## config.mk

```make
export PLATFORM = sky130hd
export DESIGN_NAME = quad_uart_irq_summary_mask
export DESIGN_NICKNAME = d
export VERILOG_FILES = /design/src/design/quad_irq_pkg.sv /design/src/design/good_data_eval.sv /design/src/design/pin_conditioner.sv /design/src/design/quad_uart_irq_summary_mask.sv
export SDC_FILE = /design/constraint.sdc
export NUM_CORES = 1
export LEC_CHECK = 0
export ABC_AREA = 1
export CAP_MARGIN = 10
export CELL_PAD_IN_SITES_DETAIL_PLACEMENT = 1
export CELL_PAD_IN_SITES_GLOBAL_PLACEMENT = 1
export CORE_MARGIN = 1.5
export CORE_UTILIZATION = 25
export DETAILED_ROUTE_END_ITERATION = 6
export DONT_BUFFER_PORTS = 1
export PLACE_DENSITY = 0.6
export SLEW_MARGIN = 40
export SYNTH_ARGS = -nofsm -noshare
export SYNTH_HDL_FRONTEND = slang
export SYNTH_SLANG_ARGS = --single-unit
```

## constraint.sdc

```tcl
create_clock -name clk -period 3.24 [get_ports clk]
set_input_delay 0.486 -clock clk [delete_from_list [all_inputs] [get_ports clk]]
set_output_delay 0.486 -clock clk [all_outputs]
set_load 0.01 [all_outputs]
```

## src/design/quad_irq_pkg.sv

```systemverilog
// constants shared by the interrupt summary and mask block
package quad_irq_pkg;
	localparam int NUM_UART = 4;
	localparam int CODE_W = 6;
	localparam int NUM_PIN = 12;

	// register word offsets, byte addresses
	localparam logic [7:0] OFS_RX_LEVEL = 8'h10;
	localparam logic [7:0] OFS_TX_LEVEL = 8'h14;
	localparam logic [7:0] OFS_SRC_SUM = 8'h18;
	localparam logic [7:0] OFS_GLOBAL = 8'h1C;

	// interrupt-source codes that still allow good data, reset values and the no-pending bit position
	localparam logic [5:0] CODE_NONE = 6'h01;
	localparam logic [5:0] CODE_RX_AVAIL = 6'h04;
	localparam logic [5:0] CODE_RX_TIMEOUT = 6'h0C;
	localparam logic [5:0] CODE_TX_EMPTY = 6'h02;
	localparam logic [5:0] CODE_RESET = 6'h01;
	localparam logic GOOD_RESET = 1'b1;
	localparam int NOPEND_BIT = 0;

	// source-summary layout
	localparam int RSVD_W = 3;

	// global status and mask layout
	localparam int MASK_UART_LSB = 16;
	localparam int MASK_AUX0_BIT = 20;
	localparam int MASK_AUX1_BIT = 21;
	localparam int MASK_PIN_LSB = 22;
	localparam int PIN_MASK_LO_W = 2;
	localparam int PIN_MASK_HI_W = 8;
	localparam logic [3:0] MASK_UART_RESET = 4'hF;
	localparam logic [9:0] MASK_PIN_RESET = 10'h3FF;
	localparam logic MASK_AUX0_RESET = 1'b1;
	localparam logic MASK_MIO1_RESET = 1'b1;
	localparam logic MASK_PD_RESET = 1'b0;

	// byte lanes of the 32-bit word
	localparam int LANE_STATUS = 0;
	localparam int LANE_MASK_LO = 2;
	localparam int LANE_MASK_HI = 3;

	// function mode and power-down filter values
	localparam logic [1:0] MODE_PARALLEL = 2'h1;
	localparam logic [1:0] MODE_SUBSYS_ID = 2'h2;
	localparam logic [1:0] FILTER_OFF = 2'h0;

	function automatic logic isGoodCode(input logic [5:0] code);
		isGoodCode = (code == CODE_NONE) || (code == CODE_RX_AVAIL) ||
			(code == CODE_RX_TIMEOUT) || (code == CODE_TX_EMPTY);
	endfunction
endpackage

```

## src/design/good_data_eval.sv

```systemverilog
// per-channel source code capture and good-data flag
`timescale 1ns/10ps
module good_data_eval
	import quad_irq_pkg::*;
(
	input wire logic clk,
	input wire logic rst,
	input wire logic [CODE_W-1:0] codeIn,
	input wire logic fifoErr,
	input wire logic overrun,
	output logic [CODE_W-1:0] codeQ,
	output logic goodQ
);
	always_ff @(posedge clk or posedge rst)
	begin
		if (rst)
		begin
			codeQ <= CODE_RESET;
			goodQ <= GOOD_RESET;
		end
		else
		begin
			codeQ <= codeIn;
			// live line status: once it is read and cleared, the flag returns
			goodQ <= isGoodCode(codeIn) && !fifoErr && !overrun;
		end
	end
endmodule

```

## src/design/pin_conditioner.sv

```systemverilog
// polarity selection for the multi-purpose pins
`timescale 1ns/10ps
module pin_conditioner #(
	parameter int N = 12
)
(
	input wire logic clk,
	input wire logic rst,
	input wire logic [N-1:0] pinLevel,
	input wire logic [N-1:0] invert,
	output logic [N-1:0] pinState
);
	always_ff @(posedge clk or posedge rst)
	begin
		if (rst)
			pinState <= '0;
		else
			pinState <= pinLevel ^ invert;
	end
endmodule

```

## src/design/quad_uart_irq_summary_mask.sv

```systemverilog
// interrupt source summary, global status and masks, PCI interrupt drive
`timescale 1ns/10ps
// Functional notes
// - source summary holds four six-bit source codes, each resetting to 01h
// - bits 30:27 are good-data flags reset high; bit 31 is their AND
// - good data needs code none, rx available, rx timeout or tx empty
// - good data needs the fifo error line status bit clear
// - good data needs the overrun line status bit clear
// - line status read clears fifo error; software then drains the fifo
// - levels, summary and global status sit at words 10h to 1Ch
// - status bits 3:0 are the inverted no-pending bits of each channel
// - bit 4 is pin 0, or parallel interrupt (reset 0) in mode 01
// - bit 5 is pin 1 with filter 00, else sticky read-cleared request
// - status bits 15:6 follow pins 11 down to 2
// - each pin state is the level or its inverse by polarity config
// - mask bits 19:16 gate each channel's interrupt, reset Fh
// - mask bit 20 gates pin 0, or parallel interrupt in mode 01
// - mask bit 21 gates pin 1 (reset 1) or power-down (reset 0)
// - mask bits 31:22 gate pins 11 down to 2, reset 3FFh
// - mode 10 blocks every pin interrupt regardless of masks
// - mask defaults other than the power-down mask can be replaced by values from configuration memory
// - no interrupt right after reset since channel codes show none pending
module quad_uart_irq_summary_mask
	import quad_irq_pkg::*;
(
	input wire logic clk,
	input wire logic rst,
	input wire logic [7:0] regAddr,
	input wire logic [3:0] regByteEn,
	input wire logic regRead,
	input wire logic regWrite,
	input wire logic [31:0] regWriteData,
	output logic [31:0] regReadData,
	output logic regReadValid,
	input wire logic [31:0] rxLevelShadow,
	input wire logic [31:0] txLevelShadow,
	input wire logic [NUM_UART*CODE_W-1:0] irqSourceCode,
	input wire logic [NUM_UART-1:0] lineStatusFifoErr,
	input wire logic [NUM_UART-1:0] lineStatusOverrun,
	input wire logic [1:0] functionMode,
	input wire logic [1:0] pdFilterTime,
	input wire logic [NUM_PIN-1:0] pinPolarityConfig,
	input wire logic [NUM_PIN-1:0] multiPurposePin,
	input wire logic parallelIrq,
	input wire logic powerDownReq,
	input wire logic maskLoad,
	input wire logic [15:0] maskLoadValue,
	input wire logic irqPinIn,
	output logic irqPinOut,
	output logic irqPinOe
);
	logic [NUM_UART*CODE_W-1:0] codeQ;
	logic [NUM_UART-1:0] goodQ;
	logic [NUM_UART-1:0] uartStat;
	logic [NUM_PIN-1:0] pinState;
	logic parIrq_reg;
	logic pdSticky_reg;
	logic [3:0] uartMask_reg;
	logic aux0Mask_reg;
	logic mio1Mask_reg;
	logic pdMask_reg;
	logic [9:0] pinMask_reg;
	logic [31:0] regReadData_reg;
	logic regReadValid_reg;
	logic irqPinOe_reg;
	logic irqPinOut_reg;
	logic parallelMode;
	logic subsysMode;
	logic filterOn;
	logic aux0Stat;
	logic aux1Stat;
	logic aux1Mask;
	logic uartHit;
	logic pinHit;
	logic auxHit;
	logic gisRead;
	logic [15:0] globalStat;
	logic [31:0] uisWord;
	logic [31:0] gisWord;

	genvar ch;
	generate
		for (ch = 0; ch < NUM_UART; ch++)
		begin : g_chan
			good_data_eval u_gd (
				.clk(clk),
				.rst(rst),
				.codeIn(irqSourceCode[ch*CODE_W +: CODE_W]),
				.fifoErr(lineStatusFifoErr[ch]),
				.overrun(lineStatusOverrun[ch]),
				.codeQ(codeQ[ch*CODE_W +: CODE_W]),
				.goodQ(goodQ[ch])
			);
			// channel line is active while no-pending bit is low
			assign uartStat[ch] = ~codeQ[ch*CODE_W + NOPEND_BIT];
		end
	endgenerate

	pin_conditioner #(
		.N(NUM_PIN)
	) u_pins (
		.clk(clk),
		.rst(rst),
		.pinLevel(multiPurposePin),
		.invert(pinPolarityConfig),
		.pinState(pinState)
	);

	assign parallelMode = (functionMode == MODE_PARALLEL);
	assign subsysMode = (functionMode == MODE_SUBSYS_ID);
	assign filterOn = (pdFilterTime != FILTER_OFF);
	assign aux0Stat = parallelMode ? parIrq_reg : pinState[0];
	assign aux1Stat = filterOn ? pdSticky_reg : pinState[1];
	assign aux1Mask = filterOn ? pdMask_reg : mio1Mask_reg;
	assign globalStat = {pinState[11:2], aux1Stat, aux0Stat, uartStat};

	// bit 31 is the AND, 26:24 reserved zero
	assign uisWord = {&goodQ, goodQ, {RSVD_W{1'b0}}, codeQ};
	assign gisWord = {pinMask_reg, aux1Mask, aux0Mask_reg, uartMask_reg,
		globalStat};

	assign gisRead = regRead && (regAddr == OFS_GLOBAL) &&
		regByteEn[LANE_STATUS];

	// interrupt sources split so mode 10 can mute only pin-driven ones
	assign uartHit = |(uartStat & uartMask_reg);
	assign pinHit = !subsysMode && (
		|(pinState[11:2] & pinMask_reg) ||
		(!parallelMode && pinState[0] && aux0Mask_reg) ||
		(!filterOn && pinState[1] && mio1Mask_reg));
	assign auxHit = (parallelMode && parIrq_reg && aux0Mask_reg) ||
		(filterOn && pdSticky_reg && pdMask_reg);

	always_ff @(posedge clk or posedge rst)
	begin
		if (rst)
			parIrq_reg <= 1'b0;
		else
			parIrq_reg <= parallelIrq;
	end

	// a request in the cycle of the clearing read wins over the clear
	always_ff @(posedge clk or posedge rst)
	begin
		if (rst)
			pdSticky_reg <= 1'b0;
		else if (!filterOn)
			pdSticky_reg <= 1'b0;
		else if (powerDownReq)
			pdSticky_reg <= 1'b1;
		else if (gisRead)
			pdSticky_reg <= 1'b0;
	end

	// configuration memory load takes priority over register writes; it can run in any cycle after reset
	always_ff @(posedge clk or posedge rst)
	begin
		if (rst)
		begin
			uartMask_reg <= MASK_UART_RESET;
			aux0Mask_reg <= MASK_AUX0_RESET;
			mio1Mask_reg <= MASK_MIO1_RESET;
			pdMask_reg <= MASK_PD_RESET;
			pinMask_reg <= MASK_PIN_RESET;
		end
		else if (maskLoad)
		begin
			uartMask_reg <= maskLoadValue[3:0];
			aux0Mask_reg <= maskLoadValue[MASK_AUX0_BIT-MASK_UART_LSB];
			mio1Mask_reg <= maskLoadValue[MASK_AUX1_BIT-MASK_UART_LSB];
			pinMask_reg <= maskLoadValue[15:6];
		end
		else if (regWrite && (regAddr == OFS_GLOBAL))
		begin
			if (regByteEn[LANE_MASK_LO])
			begin
				uartMask_reg <= regWriteData[MASK_UART_LSB +: 4];
				aux0Mask_reg <= regWriteData[MASK_AUX0_BIT];
				if (filterOn)
					pdMask_reg <= regWriteData[MASK_AUX1_BIT];
				else
					mio1Mask_reg <= regWriteData[MASK_AUX1_BIT];
				pinMask_reg[PIN_MASK_LO_W-1:0] <=
					regWriteData[MASK_PIN_LSB +: PIN_MASK_LO_W];
			end
			if (regByteEn[LANE_MASK_HI])
				pinMask_reg[9:PIN_MASK_LO_W] <=
					regWriteData[MASK_PIN_LSB+PIN_MASK_LO_W +: PIN_MASK_HI_W];
		end
	end

	// levels precede status words so a burst sees counts first
	always_ff @(posedge clk or posedge rst)
	begin
		if (rst)
		begin
			regReadData_reg <= '0;
			regReadValid_reg <= 1'b0;
		end
		else
		begin
			regReadValid_reg <= regRead;
			if (!regRead)
				regReadData_reg <= regReadData_reg;
			else if (regAddr == OFS_RX_LEVEL)
				regReadData_reg <= rxLevelShadow;
			else if (regAddr == OFS_TX_LEVEL)
				regReadData_reg <= txLevelShadow;
			else if (regAddr == OFS_SRC_SUM)
				regReadData_reg <= uisWord;
			else if (regAddr == OFS_GLOBAL)
				regReadData_reg <= gisWord;
			else
				regReadData_reg <= '0;
		end
	end

	// open-drain: the pin is only ever pulled low
	always_ff @(posedge clk or posedge rst)
	begin
		if (rst)
		begin
			irqPinOe_reg <= 1'b0;
			irqPinOut_reg <= 1'b0;
		end
		else
		begin
			irqPinOe_reg <= uartHit || pinHit || auxHit;
			irqPinOut_reg <= 1'b0;
		end
	end

	assign regReadData = regReadData_reg;
	assign regReadValid = regReadValid_reg;
	assign irqPinOe = irqPinOe_reg;
	assign irqPinOut = irqPinOut_reg;

	// helper state read only by the checks below
	logic [1:0] resetAge_reg;
	logic [NUM_UART-1:0] codeForbid;
	always_ff @(posedge clk or posedge rst)
	begin
		if (rst)
			resetAge_reg <= 2'h0;
		else if (resetAge_reg != 2'h3)
			resetAge_reg <= resetAge_reg + 2'h1;
	end
	always_comb
	begin
		for (int i = 0; i < NUM_UART; i++)
			codeForbid[i] = !isGoodCode(irqSourceCode[i*CODE_W +: CODE_W]);
	end
endmodule

```

# Word level (Yosys, flattened, before mapping)
# Cells that the tools add are included.
# W data, S select, Z words.
[op_classes]
n_div = 0
multipliers = 0
shifts = 0
addsub = 0
n_eq_ne = 24
bitwise = 8
n_reduce_logical = 59
muxes = 24
order_cmp = 0
[ops]
columns = ["op", "count"]
rows = [
  ["$mux W32", 4],
  ["$eq A8 B5 Y1 const B", 4],
  ["$eq A6 B1 Y1 const B", 4],
  ["$eq A6 B2 Y1 const B", 4],
  ["$eq A6 B3 Y1 const B", 4],
  ["$eq A6 B4 Y1 const B", 4],
  ["$logic_and A1 B1 Y1", 20],
  ["$mux W10", 2],
  ["$logic_or A1 B1 Y1", 17],
  ["$mux W1", 13],
  ["$mux W4", 3],
  ["$xor A12 B12 Y12", 1],
  ["$logic_not A1 Y1", 11],
  ["$and A10 B10 Y10", 1],
  ["$reduce_or A10 Y1", 1],
  ["$mux W8", 1],
  ["$reduce_and A4 Y1", 2],
  ["$reduce_bool A2 Y1", 4],
  ["$not A1 Y1", 5],
  ["$and A4 B4 Y4", 1],
  ["$reduce_and A2 Y1", 2],
  ["$reduce_or A4 Y1", 1],
  ["$ne A3 B2 Y1 const B", 1],
  ["$reduce_and A3 Y1", 1],
  ["4 further kinds", 4],
]
[totals]
output_inout_bits = 35
in_bits = 192
memories = 0
latchBits = 0
ram_bits = 0
ff_bits = 93
rom_bits = 0

# Logic depth before layout (Yosys ltp)
[depth]
word_depth = 9
ltp_mapped = 11
depth_no_buf = 9

# Modules after synthesis
# A second synthesis with hierarchy kept.
[hier_totals]
hier_cells = 780
hier_area_um2 = 5355.1
[modules_own_cells]
columns = ["module", "n_inst", "cells_each", "area_each_um2", "seq_area_each_um2"]
rows = [
  ["quad_uart_irq_summary_mask", 1, 623, 3895.0, 1346.3],
  ["good_data_eval", 4, 21, 232.7, 177.7],
  ["pin_conditioner", 1, 73, 529.3, 300.3],
]

# Least setup slack after synthesis
# No wires, ideal clock.
[synth_timing]
path_kind = "input -> register"
start = "input regAddr[1]"
end = "register regReadData_reg[11], in the netlist regReadData[11]"
path_buffers = 1
slack_ns = 1.786
arrival_time_ns = 1.338
path_stages = 9
cell_sequence = "nor2_4 -> nand2_4 -> nor2_8 -> inv_4 -> buf_6 -> nor2_1 -> nor2_1 -> nand2_1 -> nand2_1"
[synth_between]
elab_chain_len = 5
word_cells_on_any_way = 8
cone_classes = "eq/ne (4); mux (4)"
[synth_rtl]
columns = ["item", "line", "rtl"]
rows = [
  ["start: declaration", "quad_uart_irq_summary_mask.sv:28", "input wire logic [7:0] regAddr,"],
  ["$eq A8 B5 Y1", "quad_uart_irq_summary_mask.sv:211", "else if (regAddr == OFS_GLOBAL)"],
  ["$mux W32", "quad_uart_irq_summary_mask.sv:211", ""],
  ["$mux W32", "quad_uart_irq_summary_mask.sv:209", "else if (regAddr == OFS_SRC_SUM)"],
  ["$mux W32", "quad_uart_irq_summary_mask.sv:207", "else if (regAddr == OFS_TX_LEVEL)"],
  ["$mux W32 *", "quad_uart_irq_summary_mask.sv:205", "else if (regAddr == OFS_RX_LEVEL)"],
  ["end signal: assignment", "quad_uart_irq_summary_mask.sv:206", "regReadData_reg <= rxLevelShadow;"],
  ["end signal: assignment", "quad_uart_irq_summary_mask.sv:208", "regReadData_reg <= txLevelShadow;"],
  ["end signal: assignment", "quad_uart_irq_summary_mask.sv:210", "regReadData_reg <= uisWord;"],
  ["end: declaration", "quad_uart_irq_summary_mask.sv:63", "logic [31:0] regReadData_reg;"],
]
# Mark *: on every way between the ends. The rest lies on a longest branch, timed or not.
# A chain may end at the register's enable or synchronous reset.

# Worst setup path after layout
[layout_timing]
start = "input regAddr[5]"
end = "register pinMask_reg[9]"
[layout_between]
elab_chain_len = 4
[layout_rtl]
columns = ["item", "line", "rtl"]
rows = [
  ["$eq A8 B5 Y1", "quad_uart_irq_summary_mask.sv:173", "else if (regWrite && (regAddr == OFS_GLOBAL))"],
  ["$logic_and A1 B1 Y1", "quad_uart_irq_summary_mask.sv:173", ""],
  ["$reduce_bool A2 Y1 (no source line)", "--", ""],
  ["$reduce_and A2 Y1 (no source line)", "--", ""],
  ["end signal: assignment", "quad_uart_irq_summary_mask.sv:171", "pinMask_reg <= maskLoadValue[15:6];"],
  ["end signal: indexed assignment", "quad_uart_irq_summary_mask.sv:183", "pinMask_reg[PIN_MASK_LO_W-1:0] <="],
  ["end signal: indexed assignment", "quad_uart_irq_summary_mask.sv:187", "pinMask_reg[9:PIN_MASK_LO_W] <="],
  ["end: declaration", "quad_uart_irq_summary_mask.sv:62", "logic [9:0] pinMask_reg;"],
]
# No other way between the ends.

==> qor.txt <==
Via count of the routed design: 4,254
Clock Sinks: 93
Die extent in y: 147 µm
Cts bufs inserted: 9
Time the worst path needs with I/O delays and setup: 1.58 ns
Number of buffers inserted by hold repair at cts: 0
Kind of cell adding the most delay to the critical path: simple AND/OR/NAND/NOR gates
Setup violators final: 0
Core utilization of the finished layout: 28.0%
Simple-gate share of the synthesized area: 34.8%
Run status: finished clean
Post-synthesis share of cell area spent on full adders, half adders and majority gates: 0%
Area grow syn2layout: 9.47%
Crit path buf inv count: 2
Leading post-synthesis cells by cell area: dfrtp_1 (33%), nand2_1 (19%), dfstp_2 (12%), nand3_1 (7.3%), nor2_1 (4.3%)
Worst EP required: 3.53 ns
Global route overflow: 0
PD cells: 458 mW/mm²
# port buffers: 0
Die span in x: 147 µm
Share of synthesized area spent on multiplexers: 1.36%
Critical path startpoint: regAddr[5]
Total of warnings raised by yosys: 0
First-pass iteration count of the detailed router: 4
Final standard cell area without fillers: 0.00566 mm²
Class of the most critical setup path: in2reg
Final count of hold timing violations: 0
Total number of H-tree levels: 3
Number of gates resized after cts: 0
Dominant combinational cell family by area after synthesis: simple AND/OR/NAND/NOR gates
Total power draw: 2.59 mW
Static Leak: 2.85 nW
Worst-Margin Slew: 0.650 ns
Total instance count after detailed placement: 927
Path class of the lowest-slack min-delay path: in2async
Library cell with the largest summed area after synthesis: dfrtp_1
DRC violation total after the first TritonRoute iteration: 161
Number of buffers on the longest clock path: 2
Core area: 0.0202 mm²
Max Clk Rate: 631 MHz
Post-detailed-placement half-perimeter wirelength: 13.0 mm
Syn Nets: 876
Compound-Gate Fraction of Synth Area: 7.99%
Startpoint of the worst-slack reg-to-reg timing path: g_chan[2].u_gd.codeQ[0]
Most common cell on crit path: nand2_1
Worst VDD drop: 0.000185 V
Initial antenna violation count: 0
Total Routed Length: 16.4 mm
Seq cells post-synth: 93
Global routing usage summed across all routing layers: 15.8%
Overall die area: 0.0215 mm²
Hold WS: 0.0743 ns
Via density per instance: 4.51
Final Wtd Congestion: 0.746
Post-synthesis instance total: 684
Buffers inserted during post-CTS setup optimization: 0
Setup repair after global routing missed its margin: false
CP cell instances: inv_2 > nand2_1 > nor2_4 > buf_12 > nand2_1 > nor2_1 > nand2_1 > nand2_2 > nand2_1 > nand2_1
Residual DRC: 0
Post-detailed-placement cell area: 0.00537 mm²
Critical Path End Type: register
Final sum of negative setup slack: 0 ns
Number of placement rows: 52
Clock root buffer: clkbuf_16
Clock transition time at the flip-flop clock pins of the worst setup and hold paths: 0.07 ns
Maximum number of pins on one net before global-route repair: 84
First-pass GRT wire length: 25.6 mm
Number of filler instances in the final layout: 2,464
Cell area after synthesis: 0.00517 mm²
Vias in the first global route: 4,430
Max cap viols: 0
Worst Path Max Fanout: 83
Post-route fraction of the period consumed by the critical path: 48.9%
Standard cell with the maximum stage delay on the critical path: buf_12
Worst slew margin relative to its limit: 56.7%
Average instance area after synthesis: 7.56 µm²
Critical Path Start Type: primary input
Register area share after synthesis: 45.6%
Met2 track demand over resource in global routing: 24.1%
Setup skew after layout: 0.0113 ns
TritonCTS clock tree: yes
Final setup margin: 1.66 ns
Number of flip-flops under the largest register name: 32
Post-route ant nets: 0
Initial core utilization: 25.5%
Worst-skew pair later-pin latency: 0.36 ns
Area used by multi-input combinational logic: 0.00239 mm²
Crit-path max cell delay: 0.33 ns
Flip-flop and latch area: 0.00236 mm²
Data arrival time of the critical path: 1.88 ns
Post-layout nets: 860
Routed wire length per instance: 17.4 µm
Met3 GRT Util: 4.32%
Diode count: 0
Slew Viols, Final: 0
GR Layer Usage met1: 21.2%
Post-Synth XOR/XNOR Area: 2.03%
Highest-utilization routing layer at the global route stage: met2
Number of top-level design ports: 227
Post-synth top area share: 33.4%
Non-filler instance count after layout: 943
Share of cells above drive strength 1: 11.9%
Number of different library cells in the post-synthesis netlist: 33
Setup slack at placement: 1.24 ns
==> final timing paths <==
path / slack (ns) / to / cells past startpoint
hold / removal: 0.07 / regReadData[4] / 1
max in group asynchronous: 2.34 / pinMask_reg[6] / 2
setup / recovery: 1.66 / pinMask_reg[9] / 10
hold reg to reg: 0.48 / mio1Mask_reg / 2
min in group clk: 0.12 / g_chan[2].u_gd.codeQ[0] / 0
setup reg to reg: 2.04 / irqPinOe / 4
==> cell families after synthesis <==
kind of cell           after synthesis
AND/OR/NAND/NOR                    422
buffers and inverters               92
AO/OA/AOI/OAI                       57
XOR/XNOR                            12
multiplexers                         7
other                                1
flip-flops                          93
==> area by class of cell <==
cell class / count / area share [%]
Clock buffer: 12 / 4.56
Clock inverter: 4 / 0.509
Inverter: 59 / 4.05
Multi-Input combinational cell: 499 / 42.2
Sequential cell: 93 / 41.7
Tap cell: 270 / 5.97
Timing Repair Buffer: 6 / 1.02
==> Yosys cell counts <==
cell and instances:
nor2_4 2, clkbuf_1 9, nor4_1 4, o21ai_2 8
buf_1 1, buf_6 4, o21ai_0 15, dfstp_2 24
nand2_4 1, a21oi_1 4, inv_4 1, buf_2 11
nor2_8 2, nand4_1 2, dfrtp_1 69, nand3_2 1
nand3_1 75, o2111ai_1 25, o21ai_1 4, conb_1 1
nor3b_1 1, inv_2 4, a22o_1 1, xor2_1 12
or2_2 1, buf_4 8, mux2i_1 7, nor2_2 10
clkinv_1 1, nand2_2 5, nor2_1 59, nand2_1 259
inv_1 53
==> cell usage in the layout (no fill, tap or decap), types with 3 or more instances in the layout <==
cell type and count:
nand3_1 75, mux2i_1 7, dfrtp_1 69, nor2_2 10, o21ai_1 4, o21ai_2 8, nand2_1 259, nand2_2 5
a21oi_1 4, o21ai_0 15, dfstp_2 24, inv_2 3, xor2_1 12, nor2_1 59, o2111ai_1 25, nor4_1 4
inv_4 4, buf_4 5, clkbuf_16 10, inv_1 52
==> metal layers <==
| layer | vias up | wire length, µm |
|---|---|---|
| met5 | - | 0 |
| met4 | 0 | 335 |
| met3 | 18 | 1150 |
| met2 | 136 | 7230 |
| met1 | 1948 | 7650 |
| li1 | 2152 | - |
==> where the power goes <==
| part | switching [mW] | internal [mW] | total, mW |
|---|---|---|---|
| Combinational | 0.151 | 0.0717 | 0.223 |
| Sequential | 0.0615 | 1.25 | 1.31 |
| Clock | 0.481 | 0.573 | 1.05 |
Note: power is estimated with default switching activity, not from simulation.
